--- config.mk ---
export PLATFORM = sky130hd
export DESIGN_NAME = ddr_cmd_host
export DESIGN_NICKNAME = d
export VERILOG_FILES = /design/src/pkg/ddr_cmd_pkg.sv /design/src/core/ddr_cmd_host.sv /design/src/core/ddr_bank_track.sv
export SDC_FILE = /design/constraint.sdc
export NUM_CORES = 1
export LEC_CHECK = 0
export ABC_AREA = 1
export BUFFER_PORTS_ARGS = -buffer_cell sky130_fd_sc_hd__buf_2
export CAP_MARGIN = 15
export CORE_UTILIZATION = 30
export DETAILED_ROUTE_END_ITERATION = 10
export GPL_ROUTABILITY_DRIVEN = 0
export PLACE_DENSITY_LB_ADDON = 0.25
export SYNTH_ARGS = -nofsm -noshare
export SYNTH_HDL_FRONTEND = slang
export SYNTH_SLANG_ARGS = --single-unit
export TNS_END_PERCENT = 1
--- constraint.sdc ---
create_clock -name ref_clk -period 3.3 [get_ports ref_clk]
set_input_delay 0 -clock ref_clk [delete_from_list [all_inputs] [get_ports ref_clk]]
set_output_delay 0 -clock ref_clk [all_outputs]
set_load 0.03 [all_outputs]
--- src/pkg/ddr_cmd_pkg.sv ---
`default_nettype none
package ddr_cmd_pkg;
	// ----------------------------------------------------------------
	// wishbone register map (byte addresses)
	// ----------------------------------------------------------------
	localparam logic [7:0] reg_ctrl_off   = 8'h00; // cmd code [3:0], go [8]
	localparam logic [7:0] reg_addr_off   = 8'h04; // addr [12:0], group [14:13]
	localparam logic [7:0] reg_mask_off   = 8'h08; // byte masks [1:0]
	localparam logic [7:0] reg_status_off = 8'h0C; // busy, banks open, mode state
	localparam logic [7:0] reg_mode_off   = 8'h10; // shadow of last mode load
	localparam int         go_bit         = 8;
	localparam logic [31:0] unmapped_data = 32'h0000_0000;

	// ----------------------------------------------------------------
	// commands software may ask for
	// ----------------------------------------------------------------
	typedef enum logic [3:0] {
		op_nop        = 4'h0,
		op_open       = 4'h1,
		op_close      = 4'h2,
		op_read       = 4'h3,
		op_write      = 4'h4,
		op_mode       = 4'h5,
		op_refresh    = 4'h6,
		op_self_enter = 4'h7,
		op_pdown      = 4'h8,
		op_wake       = 4'h9,
		op_stop       = 4'hA
	} op_t;

	// ----------------------------------------------------------------
	// pin encodings {cs_n, ras_n, cas_n, we_n}
	// ----------------------------------------------------------------
	localparam logic [3:0] pins_deselect = 4'hF;
	localparam logic [3:0] pins_nop      = 4'h7;
	localparam logic [3:0] pins_open     = 4'h3;
	localparam logic [3:0] pins_close    = 4'h2;
	localparam logic [3:0] pins_read     = 4'h5;
	localparam logic [3:0] pins_write    = 4'h4;
	localparam logic [3:0] pins_mode     = 4'h0;
	localparam logic [3:0] pins_refresh  = 4'h1;
	localparam logic [3:0] pins_stop     = 4'h6;

	// ----------------------------------------------------------------
	// mode register fields and timing
	// ----------------------------------------------------------------
	localparam int         a10_bit       = 10;
	localparam int         bl_lsb        = 0;
	localparam int         order_bit     = 3;
	localparam int         lat_lsb       = 4;
	localparam int         test_lsb      = 7;
	localparam logic [2:0] bl_code_2     = 3'h1;
	localparam logic [2:0] bl_code_4     = 3'h2;
	localparam logic [2:0] bl_code_8     = 3'h3;
	localparam logic [2:0] lat_code_2    = 3'h2;
	localparam logic [2:0] lat_code_3    = 3'h3;
	localparam logic [2:0] lat_code_2p5  = 3'h6;
	localparam logic [1:0] test_normal   = 2'h0;
	localparam logic [1:0] test_dll_rst  = 2'h2;
	localparam int         mode_load_gap = 2;   // cycles after a mode load
	localparam logic [2:0] gap_count     = 3'(mode_load_gap);
	localparam int         banks         = 4;

	typedef enum logic [1:0] {
		st_idle  = 2'b00,
		st_issue = 2'b01,
		st_wait  = 2'b11,
		st_done  = 2'b10
	} seq_t;
endpackage
`default_nettype wire

--- src/core/ddr_cmd_host.sv ---
// Decided for this implementation: the address map and the Wishbone slave port.
`default_nettype none
// Operation
// - commands encode as cs, ras, cas, we levels on a rising edge
// - refresh with gate high; gate falling enters self refresh; rise exits
// - all idle and gate falling on nop enters precharge power-down
// - bank open and gate falling enters active power-down
// - open only idle banks; read or write only open banks
// - burst stop only while a burst of 2, 4 or 8 runs; the code only requires some bank open
// - mode load only with all banks idle and gate high
// - wait two cycles after a mode load before next command
// - mode register has no reset value; must be programmed
// - undefined mode bits written zero; reserved codes avoided
// - program the smallest latency meeting access time
module ddr_cmd_host
	import ddr_cmd_pkg::*;
(
	// clock and reset
	input  wire logic        ref_clk,
	input  wire logic        reset,
	// wishbone slave
	input  wire logic        wb_cyc_i,
	input  wire logic        wb_stb_i,
	input  wire logic        wb_we_i,
	input  wire logic [7:0]  wb_adr_i,
	input  wire logic [3:0]  wb_sel_i,
	input  wire logic [31:0] wb_dat_i,
	output logic [31:0]      wb_dat_o,
	output logic             wb_ack_o,
	// device command pins
	output logic             clk_gate,
	output logic             chip_sel_n,
	output logic             row_strobe_n,
	output logic             col_strobe_n,
	output logic             write_strobe_n,
	output logic [1:0]       group_select,
	output logic [12:0]      addr,
	output logic             low_byte_mask,
	output logic             high_byte_mask
);
	// ----------------------------------------------------------------
	// software registers
	// ----------------------------------------------------------------
	logic [3:0]  cmd_code;
	logic [14:0] cmd_addr;
	logic [1:0]  mask_reg;
	logic [14:0] mode_shadow;
	logic        mode_loaded;
	logic        go;
	logic [2:0]  gap;
	logic        pdown;
	logic        selfref;
	wire  [banks-1:0] bank_open; // one bit per tracker instance
	seq_t        state;
	seq_t        next_state;

	wire         bus_req   = wb_cyc_i & wb_stb_i & ~wb_ack_o;
	wire         wr_ctrl   = bus_req & wb_we_i & (wb_adr_i == reg_ctrl_off) & wb_sel_i[1];
	wire         wr_addr   = bus_req & wb_we_i & (wb_adr_i == reg_addr_off);
	wire         wr_mask   = bus_req & wb_we_i & (wb_adr_i == reg_mask_off);
	wire         all_idle  = ~|bank_open;
	wire [1:0]   bank      = cmd_addr[14:13];
	wire         cmd_a10   = cmd_addr[a10_bit];
	wire         bank_hit  = bank_open[bank];

	// legality check: refused commands simply complete with no pins moved
	op_t op;
	assign op = op_t'(cmd_code);
	wire asleep = pdown | selfref;
	wire legal =
		(op == op_open)       ? (~asleep & ~bank_hit) :
		(op == op_read)       ? (~asleep & bank_hit) :
		(op == op_write)      ? (~asleep & bank_hit) :
		(op == op_mode)       ? (~asleep & all_idle & (gap == 3'h0)) :
		(op == op_refresh)    ? (~asleep & all_idle) :
		(op == op_self_enter) ? (~asleep & all_idle) :
		(op == op_pdown)      ? ~asleep :
		(op == op_wake)       ? asleep :
		(op == op_stop)       ? (~asleep & |bank_open) :
		(op == op_close)      ? ~asleep :
		~asleep;

	// pin pattern for the current order
	wire [3:0] op_pins =
		(op == op_open)       ? pins_open :
		(op == op_close)      ? pins_close :
		(op == op_read)       ? pins_read :
		(op == op_write)      ? pins_write :
		(op == op_mode)       ? pins_mode :
		(op == op_refresh)    ? pins_refresh :
		(op == op_self_enter) ? pins_refresh :
		(op == op_stop)       ? pins_stop :
		pins_nop;
	// gate level in the command cycle; wake raises it on a nop
	wire gate_cmd = ~((op == op_self_enter) | (op == op_pdown));

	// ----------------------------------------------------------------
	// register writes
	// ----------------------------------------------------------------
	always_ff @(posedge ref_clk or posedge reset) begin
		if (reset) begin
			cmd_code <= 4'h0;
			cmd_addr <= 15'h0000;
			mask_reg <= 2'h0;
		end else begin
			if (wr_ctrl) cmd_code <= wb_dat_i[3:0];
			if (wr_addr) cmd_addr <= wb_dat_i[14:0];
			if (wr_mask) mask_reg <= wb_dat_i[1:0];
		end
	end

	// go is set by software, cleared by the sequencer when done
	always_ff @(posedge ref_clk or posedge reset) begin
		if (reset) begin
			go <= 1'b0;
		end else if (wr_ctrl & wb_dat_i[go_bit]) begin
			go <= 1'b1;
		end else if (state == st_done) begin
			go <= 1'b0;
		end
	end

	// ----------------------------------------------------------------
	// read mux and ack: registered, ack one cycle after the request
	// ----------------------------------------------------------------
	wire [31:0] status_word = {20'h00000, mode_loaded, selfref, pdown, go, bank_open, gap, 1'b0};
	wire [31:0] rd_mux =
		(wb_adr_i == reg_ctrl_off)   ? {23'h000000, go, 4'h0, cmd_code} :
		(wb_adr_i == reg_addr_off)   ? {17'h00000, cmd_addr} :
		(wb_adr_i == reg_mask_off)   ? {30'h00000000, mask_reg} :
		(wb_adr_i == reg_status_off) ? status_word :
		(wb_adr_i == reg_mode_off)   ? {17'h00000, mode_shadow} :
		unmapped_data;

	always_ff @(posedge ref_clk or posedge reset) begin
		if (reset) begin
			wb_ack_o <= 1'b0;
			wb_dat_o <= 32'h0000_0000;
		end else begin
			wb_ack_o <= bus_req;
			wb_dat_o <= rd_mux;
		end
	end

	// ----------------------------------------------------------------
	// sequencer: idle -> issue (one pin cycle) -> wait (gap) -> done
	// ----------------------------------------------------------------
	always_comb begin
		next_state = state;
		unique case (state)
			st_idle:  if (go) next_state = legal ? st_issue : st_done;
			st_issue: next_state = st_wait;
			st_wait:  if (gap <= 3'h1) next_state = st_done;
			st_done:  next_state = st_idle;
		endcase
	end

	always_ff @(posedge ref_clk or posedge reset) begin
		if (reset) state <= st_idle;
		else state <= next_state;
	end

	wire issuing = (state == st_issue);

	// gap counter holds off all commands after a mode load
	always_ff @(posedge ref_clk or posedge reset) begin
		if (reset) begin
			gap <= 3'h0;
		end else if (issuing & (op == op_mode)) begin
			gap <= gap_count;
		end else if (gap != 3'h0) begin
			gap <= gap - 3'h1;
		end
	end

	// ----------------------------------------------------------------
	// pin drivers; deselect between commands
	// ----------------------------------------------------------------
	always_ff @(posedge ref_clk or posedge reset) begin
		if (reset) begin
			{chip_sel_n, row_strobe_n, col_strobe_n, write_strobe_n} <= pins_deselect;
			clk_gate       <= 1'b1;
			group_select   <= 2'h0;
			addr           <= 13'h0000;
			low_byte_mask  <= 1'b1;
			high_byte_mask <= 1'b1;
		end else if (issuing) begin
			{chip_sel_n, row_strobe_n, col_strobe_n, write_strobe_n} <= op_pins;
			clk_gate       <= gate_cmd;
			group_select   <= bank;
			addr           <= cmd_addr[12:0];
			low_byte_mask  <= ~(op == op_write) | mask_reg[0];
			high_byte_mask <= ~(op == op_write) | mask_reg[1];
		end else begin
			// deselect keeps other strobes irrelevant
			{chip_sel_n, row_strobe_n, col_strobe_n, write_strobe_n} <= pins_deselect;
			clk_gate       <= ~asleep;
		end
	end

	// ----------------------------------------------------------------
	// power state tracking
	// ----------------------------------------------------------------
	always_ff @(posedge ref_clk or posedge reset) begin
		if (reset) begin
			pdown   <= 1'b0;
			selfref <= 1'b0;
		end else if (issuing) begin
			if (op == op_pdown) pdown <= 1'b1;
			if (op == op_self_enter) selfref <= 1'b1;
			if (op == op_wake) begin
				pdown   <= 1'b0;
				selfref <= 1'b0;
			end
		end
	end

	// mode shadow: no value claimed until the first load
	// field codes and latency choice are software's; passed through unchanged
	always_ff @(posedge ref_clk or posedge reset) begin
		if (reset) begin
			mode_loaded <= 1'b0;
			mode_shadow <= 15'h0000;
		end else if (issuing & (op == op_mode)) begin
			mode_loaded <= 1'b1;
			mode_shadow <= cmd_addr;
		end
	end

	// ----------------------------------------------------------------
	// per-bank open state; the controller closes at once on auto close
	// ----------------------------------------------------------------
	genvar gi;
	generate
		for (gi = 0; gi < banks; gi++) begin : g_bank
			wire sel_me = (bank == 2'(gi));
			wire opn = issuing & (op == op_open) & sel_me;
			wire cls = issuing & ( ((op == op_close) & (cmd_a10 | sel_me))
				| (((op == op_read) | (op == op_write)) & cmd_a10 & sel_me));
			ddr_bank_track u_track (
				.clk      (ref_clk),
				.reset    (reset),
				.open_hit (opn),
				.close_hit(cls),
				.is_open  (bank_open[gi])
			);
		end
	endgenerate

	// ----------------------------------------------------------------
	// checks
	// ----------------------------------------------------------------
	mode_gap_a: assert property (@(posedge ref_clk) disable iff (reset)
		(issuing & (op == op_mode)) |=> !chip_sel_n ##1 (chip_sel_n & !issuing) [*2])
		else $error("command issued inside mode load gap");
	mode_idle_a: assert property (@(posedge ref_clk) disable iff (reset)
		(issuing & (op == op_mode)) |-> (all_idle & clk_gate))
		else $error("mode load with open bank or gate low");
	rw_open_a: assert property (@(posedge ref_clk) disable iff (reset)
		(issuing & ((op == op_read) | (op == op_write))) |-> bank_hit)
		else $error("read or write to idle bank");
	open_idle_a: assert property (@(posedge ref_clk) disable iff (reset)
		(issuing & (op == op_open)) |-> !bank_hit)
		else $error("open of an already open bank");
	gate_prior_a: assert property (@(posedge ref_clk) disable iff (reset)
		(issuing & (op != op_wake)) |-> clk_gate)
		else $error("command without gate high the cycle before");
	mode_pins_a: assert property (@(posedge ref_clk) disable iff (reset)
		(issuing & (op == op_mode)) |=> ({chip_sel_n, row_strobe_n, col_strobe_n, write_strobe_n} == pins_mode
			&& addr == $past(cmd_addr[12:0]))) else $error("mode load pins wrong");
	deselect_a: assert property (@(posedge ref_clk) disable iff (reset)
		!issuing |=> chip_sel_n) else $error("chip select low outside a command");
	mask_a: assert property (@(posedge ref_clk) disable iff (reset)
		(issuing & (op == op_write)) |=> (low_byte_mask == $past(mask_reg[0])
			&& high_byte_mask == $past(mask_reg[1]))) else $error("write byte mask wrong");
	// packed view of the strobes for the power-down, wake and self refresh checks
	wire [3:0] pin_word = {chip_sel_n, row_strobe_n, col_strobe_n, write_strobe_n};
	pdown_pins_a: assert property (@(posedge ref_clk) disable iff (reset)
		(issuing & (op == op_pdown)) |=> (!clk_gate && pin_word == pins_nop))
		else $error("power-down entry pins wrong");
	wake_gate_a: assert property (@(posedge ref_clk) disable iff (reset)
		(issuing & (op == op_wake)) |=> (clk_gate && pin_word == pins_nop))
		else $error("wake pins wrong");
	self_enter_a: assert property (@(posedge ref_clk) disable iff (reset)
		(issuing & (op == op_self_enter)) |=> (!clk_gate && pin_word == pins_refresh))
		else $error("self refresh entry pins wrong");
	stop_open_a: assert property (@(posedge ref_clk) disable iff (reset)
		(issuing & (op == op_stop)) |-> (|bank_open))
		else $error("burst stop with no open bank");
endmodule // ddr_cmd_host
`default_nettype wire

--- src/core/ddr_bank_track.sv ---
`default_nettype none
// ----------------------------------------------------------------
// one bank's open/idle view, as the controller drives it
// ----------------------------------------------------------------
module ddr_bank_track
	import ddr_cmd_pkg::*;
(
	// clock and reset
	input  wire logic clk,
	input  wire logic reset,
	// command events
	input  wire logic open_hit,
	input  wire logic close_hit,
	// state
	output logic      is_open
);
	// close wins: a close-all and an open never coincide on one edge
	always_ff @(posedge clk or posedge reset) begin
		if (reset) begin
			is_open <= 1'b0;
		end else if (close_hit) begin
			is_open <= 1'b0;
		end else if (open_hit) begin
			is_open <= 1'b1;
		end
	end
endmodule // ddr_bank_track
`default_nettype wire

# == Yosys cells after proc, flatten, opt, wreduce, memory -nomap -nowiden ==
# Index checks and enable logic that the tools add are counted.
# word_totals
register_bits,87
out_inout_bits,55
word_cells,167
# classes
bitwise,50
reduce_logical,18
n_addsub,1
eq_ne,22
magnitude_cmp,2
mux,49
# ops
operator,n
15-bit two-way mux,5
1-bit AND,32
1-bit two-way mux,30
3-bit two-way mux,9
"4-bit by 3-bit == test with 1-bit output, second input constant",4
"8-bit by 4-bit == test with 1-bit output, second input constant",2
2-bit nonzero test,8
1-bit bitwise OR,13
"4-bit == test, second input constant",3
"2-bit == test, second input constant",4
"4-bit by 2-bit == test with 1-bit output, second input constant",2
"8-bit by 3-bit == test with 1-bit output, second input constant",1
"8-bit by 5-bit == test with 1-bit output, second input constant",1
8-bit zero test,1
2-bit case mux with 4 select lines,1
2-bit two-way mux,3
2-bit AND reduction,3
1-bit NOT,5
"2-bit by 1-bit == test with 1-bit output, second input constant",2
"4-bit by 1-bit == test with 1-bit output, second input constant",1
2-bit zero test,2
"2-bit != test, second input constant",2
4-bit OR reduction,1
"3-bit by 1-bit less-or-equal comparator with 1-bit output, second input constant",1
other kinds (6),6

# == Longest topological paths before layout ==
# Gate-level depths: netlist (run 1).
# depth
depth_word,15
depth_mapped,13
ltp_nobuf,13

# == Hierarchy ==
# From an unflattened synthesis (run 1), not the netlist that was laid out.
# hier_totals
hier_cells,453
hier_area_um2,4061.4
# modules_own_cells
module,seq_area_each_um2,cells_per_inst,n_inst,area_per_inst_um2
ddr_cmd_host,2085.8,437,1,3916.3
ddr_bank_track,25.0,4,4,36.3

# == Worst setup path before layout (run 1) ==
# Ideal clock, no wire load.
# synth_timing
path_type,register to register
from,register cmd_code[1]
to,register state[1]
arrival_ns,1.257
setup_ns,0.116
n_path_buf,0
path_stages_with_launch,10
slack_ns,1.927
cell_sequence,dfrtp_1 > or2_1 > nor2_1 > nor2_1 > inv_2 > nand3_1 > nand3_1 > nand2_1 > nand2_1 > nand2_1
# synth_between
elab_chain_cells,13
# synth_lines
element,line_no,source
start: declaration,ddr_cmd_host.sv:44,logic [3:0] cmd_code;
start signal: assignment,ddr_cmd_host.sv:106,if (wr_ctrl) cmd_code <= wb_dat_i[3:0];
4-bit == test,ddr_cmd_host.sv:79,(op == op_stop) ? (~asleep & |bank_open) :
1-bit two-way mux,ddr_cmd_host.sv:79,
1-bit two-way mux,ddr_cmd_host.sv:78,(op == op_wake) ? asleep :
1-bit two-way mux,ddr_cmd_host.sv:77,(op == op_pdown) ? ~asleep :
1-bit two-way mux,ddr_cmd_host.sv:76,(op == op_self_enter) ? (~asleep & all_idle) :
1-bit two-way mux,ddr_cmd_host.sv:75,(op == op_refresh) ? (~asleep & all_idle) :
1-bit two-way mux,ddr_cmd_host.sv:74,(op == op_mode) ? (~asleep & all_idle & (gap == 3'h0)) :
1-bit two-way mux,ddr_cmd_host.sv:73,(op == op_write) ? (~asleep & bank_hit) :
1-bit two-way mux,ddr_cmd_host.sv:72,(op == op_read) ? (~asleep & bank_hit) :
1-bit two-way mux (*),ddr_cmd_host.sv:71,(op == op_open) ? (~asleep & ~bank_hit) :
2-bit two-way mux (*) (2 in series),ddr_cmd_host.sv:151,st_idle: if (go) next_state = legal ? st_issue : st_done;
2-bit case mux with 4 select lines (*),ddr_cmd_host.sv:150,unique case (state)
end signal: assignment,ddr_cmd_host.sv:159,if (reset) state <= st_idle;
end signal: assignment,ddr_cmd_host.sv:160,else state <= next_state;
end: declaration,ddr_cmd_host.sv:54,seq_t state;
# Every way passes the cells marked *; elsewhere a longest branch is shown, timed or not. The select of a mux whose other input is x is not followed.
# A chain may end at the register's enable or synchronous reset.

# == Worst setup path after layout (run 1) ==
# layout_timing
from,register state[0]
to,register mode_shadow[4]
# layout_between
elab_chain_cells,2
# layout_lines
element,line_no,source
2-bit by 1-bit == test with 1-bit output,ddr_cmd_host.sv:163,wire issuing = (state == st_issue);
1-bit AND,ddr_cmd_host.sv:224,end else if (issuing & (op == op_mode)) begin
end signal: assignment,ddr_cmd_host.sv:226,mode_shadow <= cmd_addr;
end: declaration,ddr_cmd_host.sv:47,logic [14:0] mode_shadow;
# Every way passes these cells.

==> flow_summary_export.csv, run 1 <==
group,metric,value,unit
clock_tree,ctsLongestPathBuffers,2,
yosys,synth_edf_count,0,
die,die_x,118,µm
worst_setup_path,r2r_start,"state[0]",
final_layout,multiInputGateArea,0.00147,mm²
die,io_pins,104,
final_layout,design_area,0.00493,mm²
sta,slew_headroom,56.1,%
route,wirelength,9.20,mm
worst_setup_path,rrSetupSlack,1.35,ns
final_layout,layout.nets,575,
worst_setup_path,path_class,"reg2reg",
global_route,grt.total_usage,14.2,%
placement,dpl-instance-area,0.00443,mm²
worst_setup_path,slowest_stage,"inv_2",
worst_setup_path,path_cells,"inv_1, nor2_1, buf_4, inv_2, nor2_4, inv_2, nand2_1, o21ai_1",
power_and_ir_drop,power_density,609,mW/mm²
sta,hold_viol,0,
clock_tree,cts_sinks,87,
route,drcViolationCount,0,
sta,worst_hold_slack,0.00957,ns
worst_hold_path,worstHoldStart,"wb_adr_i[3]",
worst_setup_path,crit_family,"buffers and inverters",
final_layout,final_cell_mix,"92 x nand2_1, 80 x dfrtp_1, 66 x buf_2, 46 x inv_1, 38 x nor2_1",
sta,drv_slew,0,
clock_tree,cts_tree,"yes",
worst_setup_path,end_kind,"flip-flop",
global_route,grt_pass1_wl,15.6,mm
placement,place_inst,667,
die,start_util,31.3,%
final_layout,fillers,1323,
sta,tns,0,ns
yosys,synth-seq-area-share,54.5,%
job,maxCapViolations,0,
clock_tree,post_cts_buffers,0,
die,die_area,0.0138,mm²
sta,tightest_slew,0.656,ns
yosys,syn_area,0.00401,mm²
worst_setup_path,reg2regPathDepth,8,
final_layout,syn_to_final_growth,22.9,%
worst_setup_path,r2r_end,"mode_shadow[4]",
yosys,synthArstFlopShare,100,%
route,wl_per_cell,13.1,µm
power_and_ir_drop,leakage,2.44,nW
yosys,ys.warnings.count,0,
global_route,grt_antenna_before_repair,0,
worst_hold_path,min_path_cells,4,
worst_hold_path,hold_end,"wb_dat_o[1]",
sta,fmax,512,MHz
sta,rsz0062_at_grt,"false",
worst_setup_path,start_kind,"flip-flop",
status,status,"completed",
worst_hold_path,hp-class,"in2reg",
yosys,synthFlopType,"dfrtp_1",
route,dr.pass1.iters,4,
final_layout,diodes,0,
final_layout,final_common_cell,"nand2_1",
global_route,gr-total-overflow,0,
sta,post-route-period-util,59.2,%
final_layout,drive_gt1_share,25.7,%
route,viasPerCell,4.40,
route,antenna_left,0,
global_route,grt_max_degree,37,
final_layout,top_regs,"cmd_addr: 15 flops, mode_shadow: 15 flops, wb_dat_o: 15 flops",
power_and_ir_drop,peakVddDrop,0.263,mV
yosys,syn_inst,440,
yosys,synth.ff_latch_count,87,
die,chipHeight,118,µm
route,drt_iter0_drc,186,
yosys,synth.avg_cell_area,9.11,µm²
clock_tree,clkLatencyLatePin,0.34,ns
sta,fin_skew,0.00631,ns
die,core,0.0128,mm²
global_route,grt_pass1_vias,3045,
route,vias,3084,
clock_tree,cts-root-buf,"clkbuf_16",
die,std_cell_rows,41,
clock_tree,htreeDepth,3,
worst_setup_path,cp_num_buf_inv,4,
worst_setup_path,cp.required,3.56,ns
clock_tree,clk_pin_slew,0.06,ns
clock_tree,numCtsBuffers,9,
worst_setup_path,cpPeakStageDelay,0.44,ns
worst_setup_path,critPathMaxFanout,35,
worst_setup_path,cp_common_cell,"inv_2",
worst_setup_path,arrival,2.21,ns
sta,setup_viol,0,
placement,portBuffers,66,
final_layout,ff_latch_area,0.00219,mm²
placement,hpwl,6.64,mm
yosys,synth.distinct_cells,38,
final_layout,layout.cells.non_filler,701,
power_and_ir_drop,design_power_total,3.00,mW
sta,period_minus_slack,1.95,ns
-- how the worst max path moves through the flow --
stage,startpoint,to,slack [ns],cells after the start
CTS,state[0],mode_shadow[4],1.30,8
detailed placement,state[0],mode_shadow[4],1.34,8
global placement,state[0],gap[2],1.36,8
floorplan,reset,addr[0],1.06,1
global route,state[0],mode_shadow[4],1.13,8
finish,state[0],mode_shadow[4],1.35,8
-- kinds of logic after synthesis --
group	share of synthesized area, %
DFF	54.5
and+or+nand+nor	19.1
adders and majority gates	0.624
other	0.0935
buffers and inverters	10.4
AOI/OAI and AO/OA	14.8
xor gates and xnor gates	0.437
-- Yosys cell counts, types with 2 or more instances --
master	n	area, µm²
buf_2	3	15.0
o21ai_2	5	43.8
nand3_1	11	55.1
o221ai_1	6	52.6
xor2_1	2	17.5
o21ai_0	34	170
inv_1	47	176
nand4_1	2	12.5
a21oi_1	15	75.1
nand2_4	2	22.5
clkbuf_1	5	18.8
a22oi_1	2	15.0
o211ai_1	2	15.0
nor2_1	38	143
o21ai_1	18	90.1
ha_1	2	25.0
nor2_2	11	68.8
inv_2	7	26.3
nand2_1	92	345
dfrtp_1	80	2000
a21oi_2	10	87.6
buf_4	18	135
buf_6	4	45.0
dfstp_2	7	184
nor2_4	4	45.0
-- power breakdown --
part | internal, mW | total, mW | switching [mW]
Clock | 0.684 | 1.10 | 0.420
Combinational | 0.188 | 0.647 | 0.459
Sequential | 1.19 | 1.25 | 0.0649
-- layer usage --
metal / vias to the layer above / track usage, % / share of wire (%)
met2: 72 / 22.1 / 45
li1: 1545 / - / -
met3: 9 / 4.07 / 4.5
met4: 0 / 3.93 / 1.3
met5: - / 0 / 0
met1: 1458 / 19.3 / 49
-- worst reg2reg max path, delay by kind of cell (launching register included) --
family	cells	cell delay (ns)
buffers and inverters	4	1.10
flip-flops	1	0.40
AND/OR/NAND/NOR	3	0.27
AO/OA/AOI/OAI	1	0.11
-- stage by stage --
step                      setup WS, ns  utilization [%]
after floorplan                   1.06                -
after global placement            1.36             34.5
after detailed placement          1.34             34.5
after CTS                         1.30             38.4
after global routing              1.13             38.4
final                             1.35             38.4
-- timing repair --
action / 4_1_cts / 5_1_grt
hold buffers: 18 / 0
endpoints found under the hold margin: 54 / 0
resized for setup: 0 / 0
-- area by class of cell --
cell class	instances	area share, %
Multi-Input combinational cell	285	29.8
Inverter	54	4.14
Timing Repair Buffer	87	10.8
Tap cell	172	4.37
Sequential cell	87	44.3
Clock inverter	5	1.65
Clock buffer	11	4.92
No activity file was read; power rests on OpenSTA's default activity.
==> inputs of run 2 (changes only) <==
==> constraint.sdc (replaced) <==
create_clock -name ref_clk -period 1.7 [get_ports ref_clk]
set_input_delay 0 -clock ref_clk [delete_from_list [all_inputs] [get_ports ref_clk]]
set_output_delay 0 -clock ref_clk [all_outputs]
set_load 0.03 [all_outputs]
==> flow_summary_export.csv, run 2 (same netlist as run 1, synthesis figures left out) <==
group,metric,value,unit
status,status,"completed",
placement,portBuffers,66,
final_layout,final_cell_mix,"92 x nand2_1, 80 x dfrtp_1, 66 x buf_2, 45 x inv_1, 36 x nor2_1",
clock_tree,clk_pin_slew,0.07,ns
route,vias,3168,
sta,fin_skew,0.00675,ns
worst_setup_path,path_class,"reg2reg",
die,start_util,31.3,%
clock_tree,clkLatencyLatePin,0.33,ns
final_layout,diodes,0,
sta,worst_hold_slack,0.0302,ns
worst_setup_path,cp.required,1.92,ns
die,core,0.0128,mm²
sta,tns,0,ns
clock_tree,cts_tree,"yes",
power_and_ir_drop,p_clk_share,35.2,%
route,viasPerCell,4.47,
power_and_ir_drop,peakVddDrop,0.623,mV
clock_tree,post_cts_buffers,0,
final_layout,top_regs,"cmd_addr: 15 flops, mode_shadow: 15 flops, wb_dat_o: 15 flops",
die,std_cell_rows,41,
global_route,gr-total-overflow,0,
route,wirelength,9.18,mm
die,die_area,0.0138,mm²
global_route,use_met3,3.39,%
power_and_ir_drop,leakage,2.48,nW
global_route,grt_pass1_wl,15.4,mm
final_layout,ff_latch_area,0.00219,mm²
job,maxCapViolations,0,
placement,pre_cts_ws,0.127,ns
route,drt_iter0_drc,164,
die,io_pins,104,
worst_hold_path,hp-class,"in2reg",
final_layout,fillers,1342,
power_and_ir_drop,design_power_total,5.71,mW
final_layout,drive_gt1_share,27.4,%
clock_tree,numCtsBuffers,9,
sta,hold_viol,0,
placement,hpwl,6.80,mm
placement,place_inst,674,
worst_setup_path,end_kind,"flip-flop",
global_route,grt_pass1_vias,3073,
clock_tree,ctsLongestPathBuffers,2,
sta,rsz0062_at_grt,"false",
sta,drv_slew,0,
clock_tree,cts-root-buf,"clkbuf_16",
final_layout,multiInputGateArea,0.00147,mm²
power_and_ir_drop,p_sw,1.83,mW
worst_setup_path,critPathMaxFanout,7,
sta,fmax,664,MHz
die,die_x,118,µm
placement,dpl-instance-area,0.00451,mm²
sta,tightest_slew,0.664,ns
power_and_ir_drop,power_density,1140,mW/mm²
global_route,grt_antenna_before_repair,0,
die,chipHeight,118,µm
sta,fin_ws,0.194,ns
route,antenna_left,0,
route,dr.pass1.iters,4,
worst_setup_path,start_kind,"flip-flop",
clock_tree,htreeDepth,3,
final_layout,final_common_cell,"nand2_1",
final_layout,layout.nets,582,
power_and_ir_drop,switching_share,32.1,%
final_layout,layout.cells.non_filler,708,
power_and_ir_drop,pwr-share-seq,42.5,%
power_and_ir_drop,internal-power,3.88,mW
clock_tree,cts_sinks,87,
final_layout,syn_to_final_growth,24.6,%
sta,setup_viol,0,
final_layout,design_area,0.00500,mm²
global_route,grt_busiest_layer,"met2",
sta,period_minus_slack,1.51,ns
final_layout,final_util,39.0,%
global_route,grt_max_degree,40,
global_route,use_met1,19.0,%
global_route,grtUsageMet2,22.4,%
sta,slew_headroom,55.7,%
route,wl_per_cell,13.0,µm
worst_setup_path,arrival,1.73,ns
global_route,grt.total_usage,14.1,%
sta,post-route-period-util,88.6,%
power_and_ir_drop,power_frac_comb,22.3,%
route,drcViolationCount,0,
worst_setup_path,rrSetupSlack,0.19,ns
## run 2: changes by cell type in the layout (fill, tap and decap cells not counted)
cell,change
buf_12,+2
inv_6,+2
nor2_2,+2
inv_1,-1
inv_4,+1
buf_4,+5
bufinv_16,-1
clkbuf_1,-1
nor2_1,-2
## run 2: layout make-up
| class | instances | share of cell area, % |
|---|---|---|
| sequential | 87 | 43.7 |
| inverter | 54 | 4.18 |
| timing repair buffer | 94 | 12.2 |
| clock inverter | 6 | 1.33 |
| clock buffer | 10 | 4.78 |
| multi-input combinational | 285 | 29.5 |
| tap | 172 | 4.31 |
## run 2: path summary, 6_finish.rpt
check	from	endpoint	cells past startpoint
max	cmd_code[1]	g_bank[0].u_track.is_open	7
min	wb_adr_i[3]	wb_dat_o[8]	4
max reg2reg	cmd_code[1]	g_bank[0].u_track.is_open	7
min reg2reg	wb_ack_o	wb_ack_o	1
max in group asynchronous	reset	wb_dat_o[6]	4
min in group asynchronous	reset	mode_loaded	3
## run 2: routing by layer
| metal | up-vias | wire (µm) |
|---|---|---|
| li1 | 1559 | - |
| met1 | 1500 | 4410 |
| met2 | 103 | 4220 |
| met3 | 6 | 479 |
| met4 | 0 | 69 |
| met5 | - | 0 |
## run 2: repair_timing
| action | in CTS | in global routing |
|---|---|---|
| endpoints found under the hold margin | 39 | 0 |
| endpoints found under the setup margin | 0 | 19 |
| hold buffers | 18 | 0 |
| resized for setup | 0 | 5 |
## run 2: power by group through the flow
stage | clock network (mW) | logic [mW] | registers [mW]
after floorplan | 0 | 0.634 | 2.74
after global placement | 0 | 1.24 | 2.46
after detailed placement | 0 | 1.26 | 2.46
after CTS | 2.06 | 1.29 | 2.43
after global routing | 2.12 | 1.44 | 2.46
final | 2.01 | 1.27 | 2.43
## run 2: critical path: stages (launching register included)
cell and delay (ns):
dfrtp_1 0.45, or2_1 0.28, nor2_2 0.16, nor2_1 0.10
nor2_1 0.09, o21ai_1 0.11, a21oi_1 0.15, nor2_1 0.06
